===== src/lpcs_pkg.sv =====
package lpcs_pkg;

  ////////////////////////////////////////////////////////////////////////////
  // register offsets on the two-wire control port
  localparam logic [7:0] ADDR_CP_MID = 8'h12;
  localparam logic [7:0] ADDR_CP_TOP = 8'h13;
  localparam logic [7:0] ADDR_THR = 8'h14;
  localparam logic [7:0] ADDR_CTRL = 8'h15;
  localparam logic [7:0] ADDR_DP = 8'h16;
  localparam logic [7:0] ADDR_FLAGS = 8'h17;
  localparam logic [7:0] ADDR_CNT_LO = 8'h18;
  localparam logic [7:0] ADDR_CNT_HI = 8'h19;

  ////////////////////////////////////////////////////////////////////////////
  // field positions
  localparam int ALIGN_DONE_BIT = 7;
  localparam int CNT_CLEAR_BIT = 4;
  localparam int FLAG_CLEAR_BIT = 3;
  localparam int DP_EN_LSB = 4;
  localparam int LANES = 4;
  localparam int CNT_W = 12;

  ////////////////////////////////////////////////////////////////////////////
  // reset and limit values
  localparam logic [7:0] RST_BYTE = 8'h00;
  localparam logic [3:0] RST_NIB = 4'h0;
  localparam logic [2:0] RST_3 = 3'h0;
  localparam logic [11:0] CNT_MAX = 12'hfff;

  ////////////////////////////////////////////////////////////////////////////
  // datapath check selector codes; 101..111 reserved
  typedef enum logic [2:0] {
    DP_DISPARITY = 3'h0,
    DP_BUF_ALL = 3'h1,
    DP_BUF_OVF = 3'h2,
    DP_BUF_UNF = 3'h3,
    DP_ALIGN = 3'h4
  } lpcs_dp_sel_type;

  // test flag source codes; other codes give quiet flags, except flag 0, which carries dp_hit while datapath checking runs
  typedef enum logic [2:0] {
    FS_MISMATCH = 3'h0,
    FS_DATAPATH = 3'h1,
    FS_ALIGN = 3'h2
  } lpcs_flag_src_type;

  ////////////////////////////////////////////////////////////////////////////
  typedef struct packed {
    logic wr;
    logic rd;
    logic [7:0] addr;
    logic [7:0] wdata;
  } lpcs_reg_req_type;

  typedef struct packed {
    logic [3:0] mismatch;
    logic [3:0] disparity;
    logic [3:0] buf_ovf;
    logic [3:0] buf_unf;
  } lpcs_lane_evt_type;

endpackage


===== src/lpcs_top.sv =====
`timescale 1ns/1ps

module lpcs_top
  import lpcs_pkg::*;
(
  input wire logic mclk,
  input wire logic resetn,
  input wire lpcs_reg_req_type reg_req,
  output logic [7:0] reg_rdata,
  output logic reg_rvalid,
  input wire logic link_clk,
  input wire lpcs_lane_evt_type lane_evt,
  input wire logic lane_align_done,
  input wire logic pattern_len_twenty,
  input wire logic [7:0] custom_pattern_low,
  input wire logic [3:0] verifier_load,
  output logic [3:0][19:0] lane_pattern,
  output logic [3:0][2:0] lane_threshold,
  output logic [3:0] test_flag
);

  ////////////////////////////////////////////////////////////////////////////
  // two-flop synchronisers for link side levels; a third stage on the
  // link clock finds its rising edge
  logic [17:0] sync1_ff, sync2_ff;
  logic lclk_prev_ff;
  logic [17:0] nxt_sync1, nxt_sync2;
  logic nxt_lclk_prev;

  always_comb begin
    nxt_sync1 = {link_clk, lane_align_done, lane_evt};
    nxt_sync2 = sync1_ff;
    nxt_lclk_prev = sync2_ff[17];
  end

  always_ff @(posedge mclk or negedge resetn) begin
    if (!resetn) begin
      sync1_ff <= '0;
      sync2_ff <= '0;
      lclk_prev_ff <= 1'b0;
    end else begin
      sync1_ff <= nxt_sync1;
      sync2_ff <= nxt_sync2;
      lclk_prev_ff <= nxt_lclk_prev;
    end
  end

  logic lclk_rise;
  logic align_s;
  lpcs_lane_evt_type evt_s;
  assign lclk_rise = sync2_ff[17] & ~lclk_prev_ff;
  assign align_s = sync2_ff[16];
  assign evt_s = sync2_ff[15:0];

  ////////////////////////////////////////////////////////////////////////////
  // software registers
  logic [7:0] cp_mid_ff, nxt_cp_mid;
  logic [3:0] cp_top_ff, nxt_cp_top;
  logic [2:0] thr_ff, nxt_thr;
  logic [2:0] flag_src_ff, nxt_flag_src;
  logic [3:0] dp_en_ff, nxt_dp_en;
  logic [2:0] dp_sel_ff, nxt_dp_sel;
  logic cnt_clr_ff, nxt_cnt_clr;
  logic flag_clr_ff, nxt_flag_clr;
  logic wr_hit;

  always_comb begin
    nxt_cp_mid = cp_mid_ff;
    nxt_cp_top = cp_top_ff;
    nxt_thr = thr_ff;
    nxt_flag_src = flag_src_ff;
    nxt_dp_en = dp_en_ff;
    nxt_dp_sel = dp_sel_ff;
    // self-clearing: each written one is a fresh rising edge
    nxt_cnt_clr = 1'b0;
    nxt_flag_clr = 1'b0;
    wr_hit = reg_req.wr;
    if (wr_hit) begin
      case (reg_req.addr)
        ADDR_CP_MID: nxt_cp_mid = reg_req.wdata;
        ADDR_CP_TOP: nxt_cp_top = reg_req.wdata[3:0];
        ADDR_THR: nxt_thr = reg_req.wdata[2:0];
        ADDR_CTRL: begin
          nxt_cnt_clr = reg_req.wdata[CNT_CLEAR_BIT];
          nxt_flag_clr = reg_req.wdata[FLAG_CLEAR_BIT];
          nxt_flag_src = reg_req.wdata[2:0];
        end
        ADDR_DP: begin
          nxt_dp_en = reg_req.wdata[DP_EN_LSB +: LANES];
          nxt_dp_sel = reg_req.wdata[2:0];
        end
        default: begin
        end
      endcase
    end
  end

  always_ff @(posedge mclk or negedge resetn) begin
    if (!resetn) begin
      cp_mid_ff <= RST_BYTE;
      cp_top_ff <= RST_NIB;
      thr_ff <= RST_3;
      flag_src_ff <= RST_3;
      dp_en_ff <= RST_NIB;
      dp_sel_ff <= RST_3;
      cnt_clr_ff <= 1'b0;
      flag_clr_ff <= 1'b0;
    end else begin
      cp_mid_ff <= nxt_cp_mid;
      cp_top_ff <= nxt_cp_top;
      thr_ff <= nxt_thr;
      flag_src_ff <= nxt_flag_src;
      dp_en_ff <= nxt_dp_en;
      dp_sel_ff <= nxt_dp_sel;
      cnt_clr_ff <= nxt_cnt_clr;
      flag_clr_ff <= nxt_flag_clr;
    end
  end

  ////////////////////////////////////////////////////////////////////////////
  // event selection, live and sticky flags, counter of lane 0 mismatches or of dp_hit while datapath checking runs
  logic [3:0] dp_lane;
  logic [3:0] dp_masked;
  logic dp_active;
  logic dp_hit;
  logic [3:0] live_src;
  logic cnt_inc;
  logic [3:0] live_ff, nxt_live;
  logic [3:0] sticky_ff, nxt_sticky;
  logic [11:0] cnt_ff, nxt_cnt;

  always_comb begin
    case (lpcs_dp_sel_type'(dp_sel_ff))
      DP_DISPARITY: dp_lane = evt_s.disparity;
      DP_BUF_ALL: dp_lane = evt_s.buf_ovf | evt_s.buf_unf;
      DP_BUF_OVF: dp_lane = evt_s.buf_ovf;
      DP_BUF_UNF: dp_lane = evt_s.buf_unf;
      DP_ALIGN: dp_lane = {LANES{~align_s}};
      default: dp_lane = RST_NIB;
    endcase
    dp_masked = dp_lane & dp_en_ff;
    dp_active = |dp_en_ff;
    dp_hit = |dp_masked;
    case (lpcs_flag_src_type'(flag_src_ff))
      FS_MISMATCH: live_src = evt_s.mismatch;
      FS_DATAPATH: live_src = dp_masked;
      FS_ALIGN: live_src = {LANES{align_s}};
      default: live_src = RST_NIB;
    endcase
    if (dp_active) begin
      live_src[0] = dp_hit;
    end
    // link events only count on a sampled link clock edge
    nxt_live = lclk_rise ? live_src : live_ff;
    // a flag raised in the clearing cycle survives the clear
    nxt_sticky = (flag_clr_ff ? RST_NIB : sticky_ff) | live_ff;
    // lane 0 mismatches are not counted while datapath checking runs; the counter counts dp_hit instead
    cnt_inc = lclk_rise & (dp_active ? dp_hit : evt_s.mismatch[0]);
    nxt_cnt = cnt_clr_ff ? 12'h000 : cnt_ff;
    if (cnt_inc && nxt_cnt != CNT_MAX) begin
      nxt_cnt = nxt_cnt + 12'h001; // saturates rather than wraps
    end
  end

  always_ff @(posedge mclk or negedge resetn) begin
    if (!resetn) begin
      live_ff <= RST_NIB;
      sticky_ff <= RST_NIB;
      cnt_ff <= 12'h000;
    end else begin
      live_ff <= nxt_live;
      sticky_ff <= nxt_sticky;
      cnt_ff <= nxt_cnt;
    end
  end

  ////////////////////////////////////////////////////////////////////////////
  // per-lane verifier settings, reloaded on every mclk edge while load is high
  logic [19:0] pattern_word;
  assign pattern_word = {pattern_len_twenty ? cp_top_ff : RST_NIB,
                         cp_mid_ff, custom_pattern_low};

  genvar gl;
  generate
    for (gl = 0; gl < LANES; gl = gl + 1) begin : g_lane
      logic [19:0] pat_ff, nxt_pat;
      logic [2:0] lthr_ff, nxt_lthr;
      always_comb begin
        nxt_pat = verifier_load[gl] ? pattern_word : pat_ff;
        nxt_lthr = verifier_load[gl] ? thr_ff : lthr_ff;
      end
      always_ff @(posedge mclk or negedge resetn) begin
        if (!resetn) begin
          pat_ff <= 20'h00000;
          lthr_ff <= RST_3;
        end else begin
          pat_ff <= nxt_pat;
          lthr_ff <= nxt_lthr;
        end
      end
      assign lane_pattern[gl] = pat_ff;
      assign lane_threshold[gl] = lthr_ff;
    end
  endgenerate

  ////////////////////////////////////////////////////////////////////////////
  // read port; unmapped offsets read zero
  logic [7:0] rdata_ff, nxt_rdata;
  logic rvalid_ff, nxt_rvalid;

  always_comb begin
    nxt_rvalid = reg_req.rd;
    nxt_rdata = rdata_ff;
    if (reg_req.rd) begin
      case (reg_req.addr)
        ADDR_CP_MID: nxt_rdata = cp_mid_ff;
        ADDR_CP_TOP: nxt_rdata = {RST_NIB, cp_top_ff};
        ADDR_THR: nxt_rdata = {5'h00, thr_ff};
        ADDR_CTRL: nxt_rdata = {align_s, 2'h0, cnt_clr_ff, flag_clr_ff, flag_src_ff};
        ADDR_DP: nxt_rdata = {dp_en_ff, 1'b0, dp_sel_ff};
        ADDR_FLAGS: nxt_rdata = {sticky_ff, live_ff};
        ADDR_CNT_LO: nxt_rdata = cnt_ff[7:0];
        ADDR_CNT_HI: nxt_rdata = {RST_NIB, cnt_ff[11:8]};
        default: nxt_rdata = RST_BYTE;
      endcase
    end
  end

  always_ff @(posedge mclk or negedge resetn) begin
    if (!resetn) begin
      rdata_ff <= RST_BYTE;
      rvalid_ff <= 1'b0;
    end else begin
      rdata_ff <= nxt_rdata;
      rvalid_ff <= nxt_rvalid;
    end
  end

  assign reg_rdata = rdata_ff;
  assign reg_rvalid = rvalid_ff;
  assign test_flag = live_ff;
endmodule


===== config.mk =====
export PLATFORM = sky130hd
export DESIGN_NAME = lpcs_top
export DESIGN_NICKNAME = d
export VERILOG_FILES = /design/src/lpcs_pkg.sv /design/src/lpcs_top.sv
export SDC_FILE = /design/constraint.sdc
export NUM_CORES = 1
export LEC_CHECK = 0
export ABC_CLOCK_PERIOD_IN_PS = 2200
export CAP_MARGIN = 20
export CORE_MARGIN = 2
export CORE_UTILIZATION = 57
export CTS_CLUSTER_SIZE = 20
export DETAILED_ROUTE_END_ITERATION = 12
export DONT_BUFFER_PORTS = 1
export HOLD_SLACK_MARGIN = 0.12
export PLACE_DENSITY = 0.75
export SKIP_LAST_GASP = 1
export SLEW_MARGIN = 30
export SYNTH_ARGS = -nofsm -noshare
export SYNTH_HDL_FRONTEND = slang
export SYNTH_SLANG_ARGS = --single-unit

===== constraint.sdc =====
create_clock -name mclk -period 2.2 [get_ports mclk]
set_clock_uncertainty 0.15 [all_clocks]
set_input_delay 0.22 -clock mclk [delete_from_list [all_inputs] [get_ports mclk]]
set_output_delay 0.22 -clock mclk [all_outputs]
set_load 0.02 [all_outputs]

; Yosys cells after proc, flatten, opt, wreduce, memory -nomap -nowiden
; Cells that the tools add are included.
[totals]
register_bits = 185
in_bits = 51
out_inout_bits = 105
[op_classes]
n_addsub = 1
n_eq_ne = 15
n_mux = 13
bitwise = 7
n_reduce_logical = 10
[op_table]
columns = operator, count
row1 = $eq A8 B5 Y1 const B, 8
row2 = $pmux W8 S8, 1
row3 = $mux W12, 2
row4 = $pmux W4 S5, 1
row5 = $add A12 B1 Y12 const B, 1
row6 = $ne A12 B12 Y1 const B, 1
row7 = $pmux W4 S3, 1
row8 = $reduce_and A2 Y1, 5
row9 = $eq A3 B2 Y1 const B, 3
row10 = $mux W4, 2
row11 = $or A4 B4 Y4, 2
row12 = $reduce_or A4 Y1, 2
row13 = $eq A3 B1 Y1 const B, 2
row14 = $logic_not A3 Y1, 2
row15 = $mux W1, 6
row16 = $and A4 B4 Y4, 1
row17 = $eq A3 B3 Y1 const B, 1
row18 = $and A1 B1 Y1, 2
row19 = $not A1 Y1, 2
row20 = $logic_and A1 B1 Y1, 1

; Longest topological paths before layout
; Gate-level depths: netlist of run 1.
[depth]
word_depth = 8
ltp_mapped = 9

; Worst setup path before layout of run 1
; Ideal clock, no wire load.
[synth_timing]
path_kind = register -> register
from = register cnt_clr_ff
to = register cnt_ff[7]
setup_ps = 125
t_arrival_ps = 2039
required_ps = 1925
setup_slack_ps = -114
stages_incl_launch_ff = 10
period_less_slack_ps = 2314
path_cell_list = dfrtp_1 clkbuf_1 nor2b_1 ha_1 nand2_1 nor4_2 nand4b_2 nand3_2 a211oi_2 mux2_4
[synth_via]
elab_chain_cells = 4
elab_cells_between_ends = 5
cone_classes = 1 x add/sub / 1 x eq/ne / 2 x mux / 1 x reduce/logical
[synth_lines]
columns = element, line_no
row1 = start: declaration, lpcs_top.sv:63  ; logic cnt_clr_ff, nxt_cnt_clr;
row2 = start signal: assignment, lpcs_top.sv:115  ; cnt_clr_ff <= nxt_cnt_clr;
row3 = $mux W12 *, lpcs_top.sv:159  ; nxt_cnt = cnt_clr_ff ? 12'h000 : cnt_ff;
row4 = "parallel branches: the longest is 2 deep, another holds $add A12 B1 Y12", -
row5 = $mux W12 *, lpcs_top.sv:160  ; if (cnt_inc && nxt_cnt != CNT_MAX) begin
row6 = named net nxt_cnt[7], lpcs_top.sv:130  ; logic [11:0] cnt_ff, nxt_cnt;
row7 = end signal: assignment, lpcs_top.sv:173  ; cnt_ff <= nxt_cnt;
row8 = end: declaration, lpcs_top.sv:130
; Mark *: on every way through the listed nets, which the timed path passes.
; A chain may end at the register's enable or synchronous reset.

; Final worst setup path of run 1
[layout_timing]
from = register cnt_clr_ff
to = register cnt_ff[1]
; The elaborated chain is that of the path after synthesis.

==> summary.md, run 1 <==
| Metric | Value |
|---|---|
| Cell Pwr Density | `844 nW/µm²` |
| Hold Vio Cnt, Final | `185` |
| HPWL after detailed placement | `11500 µm` |
| WP data required | `around 2.4 ns` |
| TritonCTS clock tree | `done` |
| Number of iterations in the first detailed-routing pass | `4` |
| GR Layer Usage met3 | `under 10%` |
| WL/cell | `22.1 µm` |
| Critical path class | `flop to flop` |
| Clock-pin slew on the worst setup and hold paths | `0.07 ns` |
| Syn nets | `586` |
| CTS Hold Bufs | `56` |
| I/O pin count | `156` |
| First-pass GRT wire length | `roughly 27000 µm` |
| DRC | `0` |
| Startpoint Class | `flop` |
| IO buf count | `0` |
| Post-synth EDFFs | `0` |
| Die area | `approximately 14000 µm²` |
| Slew HR | `51.6%` |
| Via density | `5.89` |
| Multi-input logic area | `between 2000 and 3000 µm²` |
| Initial core utilization | `58.9%` |
| Max cap viols | `0` |
| Buf/Inv on CP | `0` |
| Post-Synthesis Cells | `534` |
| Dpl cells | `between 700 and 800` |
| Post-layout nets | `674` |
| Initial antenna violation count | `0` |
| RSZ-0062 raised after global routing | `yes` |
| Peak supply drop | `between 500 and 600 µV` |
| Worst-skew pair later-pin latency | `between 0.4 and 0.5 ns` |
| Die Y | `119 µm` |
| Vias | `~4.8k` |
| Worst-path fanout max | `8` |
| Grt ovf | `0` |
| CTS H-tree depth | `4` |
| Crit-path max cell delay | `between 0.4 and 0.5 ns` |
| Routed WL | `17900 µm` |
| Violation count after the first detailed-route iteration | `385` |
| CTS sink cnt | `185` |
| Routed Antenna Nets | `0` |
| Fill count | `845` |
| Site Rows | `41` |
| TritonCTS Buffers | `17` |
| Total power | `7.76 mW` |
| Final min period | `2.26 ns` |
| Syn. warnings | `0` |
| Post-synthesis sequential area ratio | `61.5%` |
| Largest net degree at the start of global routing | `186` |
| Final worst setup slack | `-0.0562 ns` |
| Max Root-Sink Buffers | `2` |
| GR Util met1 | `32.7%` |
| Hold Path Class | `input port to asynchronous set/reset pin` |
| CORE AREA | `12800 µm²` |
| Critical Path Sink Type | `flop` |
| Outcome | `finished with violations` |
| Worst Max-Slew Pin Slew | `0.724 ns` |
| Cell area after synthesis | `7520 µm²` |
| GP Congestion | `0.936` |
| Global routing usage on met2 | `40.1%` |
| Ys flop type | `dfrtp_1` |
| Vias in the first global route | `4896` |
| Slowest cell on crit path | `dfrtp_2` |
| Global Route Usage Sum | `25.3%` |
| Slew Limit Fails | `0` |
| #FFs+latches synth | `around 190` |
| Syn_area_per_cell | `14.1 µm²` |
| Fmax | `443 MHz` |
| FFs w/ async S/R, synth | `between 90% and 100%` |
| Die Wd | `~120 µm` |
| Final setup fails | `8` |
| Netlist cell types | `56` |
| Storage cell area | `4630 µm²` |
| Final cell count without fillers | `about 810` |
| Hold Slack | `-0.665 ns` |
| Top delay family on crit path | `simple AND/OR/NAND/NOR gates` |
| Tcrit/Tclk final | `103%` |
| Violated checks | `hold timing, setup timing` |
| Layout Area Growth over Synthesis | `22.2%` |
| Critical Path AT | `2.42 ns` |
| Share of layout cells above drive strength 1 | `between 30 and 40%` |
| Crit path cell chain | `nor2b_4, ha_4, nand2_4, nor4_4, nand4b_4, nand2_1, a21oi_2, mux2_4` |
| Antenna Diode Count | `0` |
| Leakage | `4.22 nW` |
| Busiest layer in global routing | `met2` |
| Root Driver | `clkbuf_16` |
-- registers in the layout, indices dropped and copies added, names as in the netlist, 8 cells and up --
register        flops
cp_mid_ff           8
sync2_ff           18
g_lane.pat_ff      80
cnt_ff             12
g_lane.lthr_ff     12
nxt_sync2          18
reg_rdata           8
-- power by group --
group	switching [mW]	internal, mW	total (mW)
logic	0.352	0.472	0.824
clock network	1.29	1.68	2.97
registers	0.348	3.62	3.97
total	1.99	5.78	7.76
-- final timing paths --
kind | startpoint | end | slack (ns) | cells after the start
worst max-delay path | cnt_clr_ff | cnt_ff[1] | -0.06 | 8
worst min-delay path | resetn | cnt_ff[6] | -0.67 | 0
worst max register to register | cnt_clr_ff | cnt_ff[1] | -0.06 | 8
worst min register to register | nxt_sync2[2] | sync2_ff[2] | 0.19 | 0
max in group asynchronous | resetn | reg_rdata[1] | 2.29 | 0
min in group mclk | reg_req[10] | reg_rdata[3] | 0.15 | 4
-- cell type report --
cell class | count | area share (%)
Timing Repair Buffer | 90 | 9.14
Sequential cell | 185 | 50.4
Clock inverter | 13 | 1.59
Inverter | 12 | 0.490
Multi-Input combinational cell | 316 | 31.3
Tap cell | 172 | 2.34
Clock buffer | 19 | 4.71
-- worst register-to-register path, stage by stage (launching register included) --
cell      delay, ns
dfrtp_2        0.48
nor2b_4        0.18
ha_4           0.18
nand2_4        0.07
nor4_4         0.35
nand4b_4       0.25
nand2_1        0.15
a21oi_2        0.06
mux2_4         0.30
-- kinds of logic (layout without fill, tap and decap cells) --
family / Yosys count / after routing / synth area share (%)
AO/OA/AOI/OAI: 65 / 65 / 6.32
AND/OR/NAND/NOR: 111 / 111 / 8.80
adder cells (fa/ha/maj): 1 / 1 / 0.166
XOR/XNOR: 4 / 4 / 0.466
multiplexers: 135 / 135 / 20.9
flip-flops: 185 / 185 / 61.5
buffers and inverters: 33 / 134 / 1.81
-- cell usage in the layout, fill, tap and decap left out, types with 3 or more instances in the layout --
cell           count
mux2_4            14
buf_12             3
clkinv_4           3
o211ai_1           4
and3_1             4
dfrtp_2            4
a22oi_1            4
a21oi_2            4
mux2_2           110
a221oi_1           5
nor2b_1           16
a21o_1             4
nor2b_4            3
mux2i_1            9
nand3_2            3
inv_1             12
clkinvlp_4         4
a211oi_1           5
and2_1             6
o21ai_0            3
o22ai_1           10
clkbuf_16         17
a21oi_1           14
dlygate4sd3_1     52
nand2b_1           7
xnor2_1            3
nor2_1            21
nand2_1           13
dfrtp_1          181
nand3_1           15
buf_4             34
-- cells in the mapped netlist (2+ instances only) --
| cell | count | share of area, % |
|---|---|---|
| dfrtp_1 | 185 | 62 |
| mux2_2 | 110 | 16 |
| nor2_1 | 23 | 1.1 |
| nor2b_1 | 19 | 1.6 |
| nand3_1 | 18 | 1.2 |
| a21oi_1 | 14 | 0.93 |
| nand2_1 | 14 | 0.70 |
| inv_1 | 12 | 0.60 |
| mux2_4 | 11 | 2.2 |
| clkbuf_1 | 10 | 0.50 |
| o22ai_1 | 10 | 0.83 |
| mux2i_1 | 9 | 1.2 |
| nand2b_1 | 7 | 0.58 |
| a211oi_1 | 6 | 0.60 |
| and2_1 | 6 | 0.50 |
| buf_1 | 6 | 0.30 |
| a221oi_1 | 5 | 0.58 |
| a21o_1 | 4 | 0.40 |
| a21oi_2 | 4 | 0.47 |
| a22oi_1 | 4 | 0.40 |
| and3_1 | 4 | 0.33 |
| buf_2 | 4 | 0.27 |
| o211ai_1 | 4 | 0.40 |
| mux2_1 | 3 | 0.45 |
| o21ai_0 | 3 | 0.20 |
| xnor2_1 | 3 | 0.35 |
| a221o_1 | 2 | 0.27 |
| mux4_2 | 2 | 0.60 |
| nand3b_1 | 2 | 0.20 |
| nand4b_1 | 2 | 0.23 |
| nor3b_1 | 2 | 0.20 |
| o211a_1 | 2 | 0.27 |
-- per-stage QoR --
| stage | util (%) | hold slack [ns] | worst slack [ns] | cell area (µm²) | TNS, ns |
|---|---|---|---|---|---|
| global placement | 61.3 | -0.218 | 0.00681 | 7830 | 0 |
| detailed placement | 61.3 | -0.221 | -0.0481 | 7830 | -0.168 |
| floorplan | - | -0.226 | 0.00691 | 7520 | 0 |
| global route | 72.0 | -0.683 | -0.123 | 9200 | -0.741 |
| CTS | 70.7 | -0.679 | 0.0182 | 9020 | 0 |
| finish | 72.0 | -0.665 | -0.0562 | 9200 | -0.201 |
-- timing repair --
action                                  in CTS  in global routing
endpoints found under the hold margin      331                185
endpoints found under the setup margin       7                  7
gates cloned                                 0                  0
gates resized for setup                      5                 23
pin swaps                                    1                  7
buffers inserted                             0                 10
-- layer usage --
metal / wire length [µm] / vias up
li1: - / 2075
met1: 7100 / 2445
met2: 8850 / 203
met3: 1510 / 29
met4: 412 / 0
met5: 0 / -
Note: power is estimated with default switching activity, not from simulation.
==> inputs of run 2 (changes only) <==
Settings changed: ABC_AREA set to 1.
==> summary.md, run 2 <==
| Metric | Value |
|---|---|
| Total power | `7.39 mW (-4.8%)` |
| TNS Setup | `0 ns (+0.201 ns)` |
| Crit path cell chain | `nor2_4, ha_4, inv_4, nor3_4, nand3_2, nor2_4, nand4_1, buf_4, buf_6, nand4_1, nand2_1` |
| Post-synth EDFFs | `0 (unchanged)` |
| Post-layout nets | `924 (+37%)` |
| Dpl cells | `968 (+37%)` |
| GP Congestion | `0.864 (-7.8%)` |
| Peak supply drop | `539 µV (-8.3%)` |
| Largest net degree at the start of global routing | `186 (unchanged)` |
| DRC | `0 (unchanged)` |
| Hold Path Class | `input port to asynchronous set/reset pin` |
| GR Layer Usage met3 | `8.66% (+0.28 points)` |
| Global routing usage on met2 | `43.2% (+3.1 points)` |
| Number of iterations in the first detailed-routing pass | `7 (+3)` |
| WP data required | `2.37 ns (about the same)` |
| Synth top area cells | `dfrtp_1 63%, nand2_1 16%, o21ai_0 7.0%` |
| Slew Limit Fails | `0 (unchanged)` |
| Grt ovf | `0 (unchanged)` |
| CTS H-tree depth | `4 (unchanged)` |
| First-pass GRT wire length | `29200 µm (+6.7%)` |
| CTS sink cnt | `185 (unchanged)` |
| #FFs+latches synth | `185 (unchanged)` |
| Vias | `5893 (+24%)` |
| CTS Hold Bufs | `51 (-8.9%)` |
| Syn. warnings | `0 (unchanged)` |
| Count leader, synth | `nand2_1` |
| Violated checks | `hold timing` |
| Hold Vio Cnt, Final | `185 (unchanged)` |
| FFs w/ async S/R, synth | `100% (unchanged)` |
| Routed WL | `17800 µm (-0.33%)` |
| Worst-path fanout max | `5 (-3)` |
| Routed Antenna Nets | `0 (unchanged)` |
| Critical path class | `flop to flop` |
| Largest register by flop count | `g_lane.pat_ff` |
| Violation count after the first detailed-route iteration | `592 (+54%)` |
| Top delay family on crit path | `simple AND/OR/NAND/NOR gates` |
| Vias in the first global route | `5671 (+16%)` |
| R2r endpoint | `cnt_ff[4]` |
| Critical Path AT | `2.30 ns (-0.12 ns)` |
| Post-Layout Inst Area | `8690 µm² (-5.4%)` |
| Busiest layer in global routing | `met2` |
| Final min period | `2.13 ns (-0.129 ns)` |
| Die area | `13800 µm² (-2.6%)` |
| Max cap viols | `0 (unchanged)` |
| CORE AREA | `12600 µm² (-1.6%)` |
| Post-Synthesis Cells | `807 (+51%)` |
| Yosys top cell by area | `dfrtp_1` |
| Initial core utilization | `58.3% (-0.64 points)` |
| Via density | `5.57 (-5.4%)` |
| Worst Max-Slew Pin Slew | `0.880 ns (+0.156 ns)` |
| Outcome | `finished with violations` |
| Critical Path Sink Type | `flop` |
| R2R Setup Slk | `0.07 ns (+0.13 ns)` |
| Slowest cell on crit path | `dfrtp_2` |
| GR Util met1 | `34.5% (+1.9 points)` |
| Commonest non-fill, non-tap cell in the layout | `nand2_1` |
| Initial antenna violation count | `1 (+1)` |
| Post-DP Area | `7540 µm² (-3.7%)` |
| Fill count | `912 (+7.9%)` |
| Slew HR | `41.0% (-11 points)` |
| Die Y | `117 µm (-1.3%)` |
| TritonCTS clock tree | `done` |
| HPWL after detailed placement | `11900 µm (+3.4%)` |
| I/O pin count | `156 (unchanged)` |
| Startpoint Class | `flop` |
| Die Wd | `117 µm (-1.3%)` |
| WL/cell | `16.8 µm (-24%)` |
| Share of layout cells above drive strength 1 | `8.70% (-27 points)` |
| Post-synthesis sequential area ratio | `63.2% (+1.7 points)` |
| Crit-path max cell delay | `0.46 ns (-0.02 ns)` |
| Commonest cells in the netlist | `307 x nand2_1, 185 x dfrtp_1, 103 x o21ai_0` |
| Fmax | `470 MHz (+6.1%)` |
| Tcrit/Tclk final | `96.7% (-5.9 points)` |
| Worst Setup SP | `cnt_clr_ff` |
| Commonest non-fill, non-tap cells in the layout | `307 x nand2_1, 184 x dfrtp_1, 103 x o21ai_0` |
| Global Route Usage Sum | `27.0% (+1.6 points)` |
| Max Root-Sink Buffers | `2 (unchanged)` |
| Final cell count without fillers | `1058 (+31%)` |
| Synth top area share | `63.2% (+1.7 points)` |
| CP endpoint | `cnt_ff[4]` |
| RSZ-0062 raised after global routing | `yes` |
| Final setup fails | `0 (-8)` |
| Layout Area Growth over Synthesis | `18.7%` |
| Netlist cell types | `27 (-52%)` |
| Ys flop type | `dfrtp_1` |
| TritonCTS Buffers | `17 (unchanged)` |
| Number of flip-flops under the largest register name | `80 (unchanged)` |
| Leakage | `4.25 nW (+0.74%)` |
| Clock-pin slew on the worst setup and hold paths | `0.07 ns (about the same)` |
| IO buf count | `0 (unchanged)` |
| Syn_area_per_cell | `9.07 µm² (-36%)` |
| Crit path depth | `11 (+3)` |
| Site Rows | `41 (unchanged)` |
| Cell area after synthesis | `7320 µm² (-2.7%)` |
| Buf/Inv on CP | `3 (+3)` |
| Worst r2r src | `cnt_clr_ff` |
| Syn nets | `859 (+47%)` |
| Worst Reg2Reg Path Length in Cells | `11 (+3)` |
| Root Driver | `clkbuf_16` |
| Cell Pwr Density | `850 nW/µm² (+0.66%)` |
| Hold Slack | `-0.671 ns (-0.00599 ns)` |
| Worst-skew pair later-pin latency | `0.43 ns (about the same)` |
[run 2: through the flow]
step	setup WS [ns]	utilization, %	hold slack, ns
2_1_floorplan	0.0131	-	-0.226
3_3_place_gp	0.0694	60.0	-0.220
3_5_place_dp	-0.103	60.0	-0.221
4_1_cts	0.00813	68.6	-0.690
5_1_grt	-0.0275	69.2	-0.689
6_report	0.0727	69.2	-0.671
[run 2: cell families (layout without fill, tap and decap cells)]
logic type	Yosys count	after routing	synth area share, %
adder cells (fa/ha/maj)	1	1	0.171
flip-flops	185	185	63.2
other	0	1	0
XOR/XNOR	8	8	0.957
AND/OR/NAND/NOR	407	407	22.9
AO/OA/AOI/OAI	114	114	7.91
buffers and inverters	92	170	4.87
[run 2: how the worst min path moves through the flow]
stage / startpoint / end / slack (ns) / cells after the start
2_1_floorplan: resetn / cnt_clr_ff / -0.23 / 0
3_3_place_gp: resetn / g_lane[0].pat_ff[6] / -0.22 / 0
3_5_place_dp: resetn / g_lane[0].pat_ff[19] / -0.22 / 0
4_1_cts: resetn / g_lane[0].pat_ff[6] / -0.69 / 0
5_1_grt: resetn / g_lane[0].pat_ff[0] / -0.69 / 0
6_report: resetn / g_lane[0].pat_ff[6] / -0.67 / 0
[run 2: what timing repair did]
item	4_1_cts	5_1_grt
gates resized for setup	3	10
pin swaps	0	10
setup endpoints to repair	12	12
buffers inserted	2	5
cloned	0	0
endpoints found under the hold margin	295	185
[run 2: final cells by class]
| type | count | area [µm²] | share of cell area [%] |
|---|---|---|---|
| sequential | 185 | 4630 | 53.3 |
| multi-input combinational | 530 | 2380 | 27.4 |
| timing repair buffer | 70 | 661 | 7.60 |
| clock buffer | 19 | 453 | 5.21 |
| inverter | 68 | 258 | 2.96 |
| tap | 172 | 215 | 2.48 |
| clock inverter | 13 | 92.6 | 1.06 |
| antenna | 1 | 2.50 | 0.0288 |
[run 2: power breakdown]
part,internal [mW],switching (mW)
Combinational,0.275,0.406
Clock,1.51,1.30
Sequential,3.60,0.288
[run 2: per-layer routing]
metal | part of all wire, % | vias up | wire length, µm
li1 | - | 2691 | -
met1 | 40 | 2826 | 7160
met2 | 48 | 332 | 8510
met3 | 9.5 | 44 | 1680
met4 | 2.5 | 0 | 454
met5 | 0 | - | 0
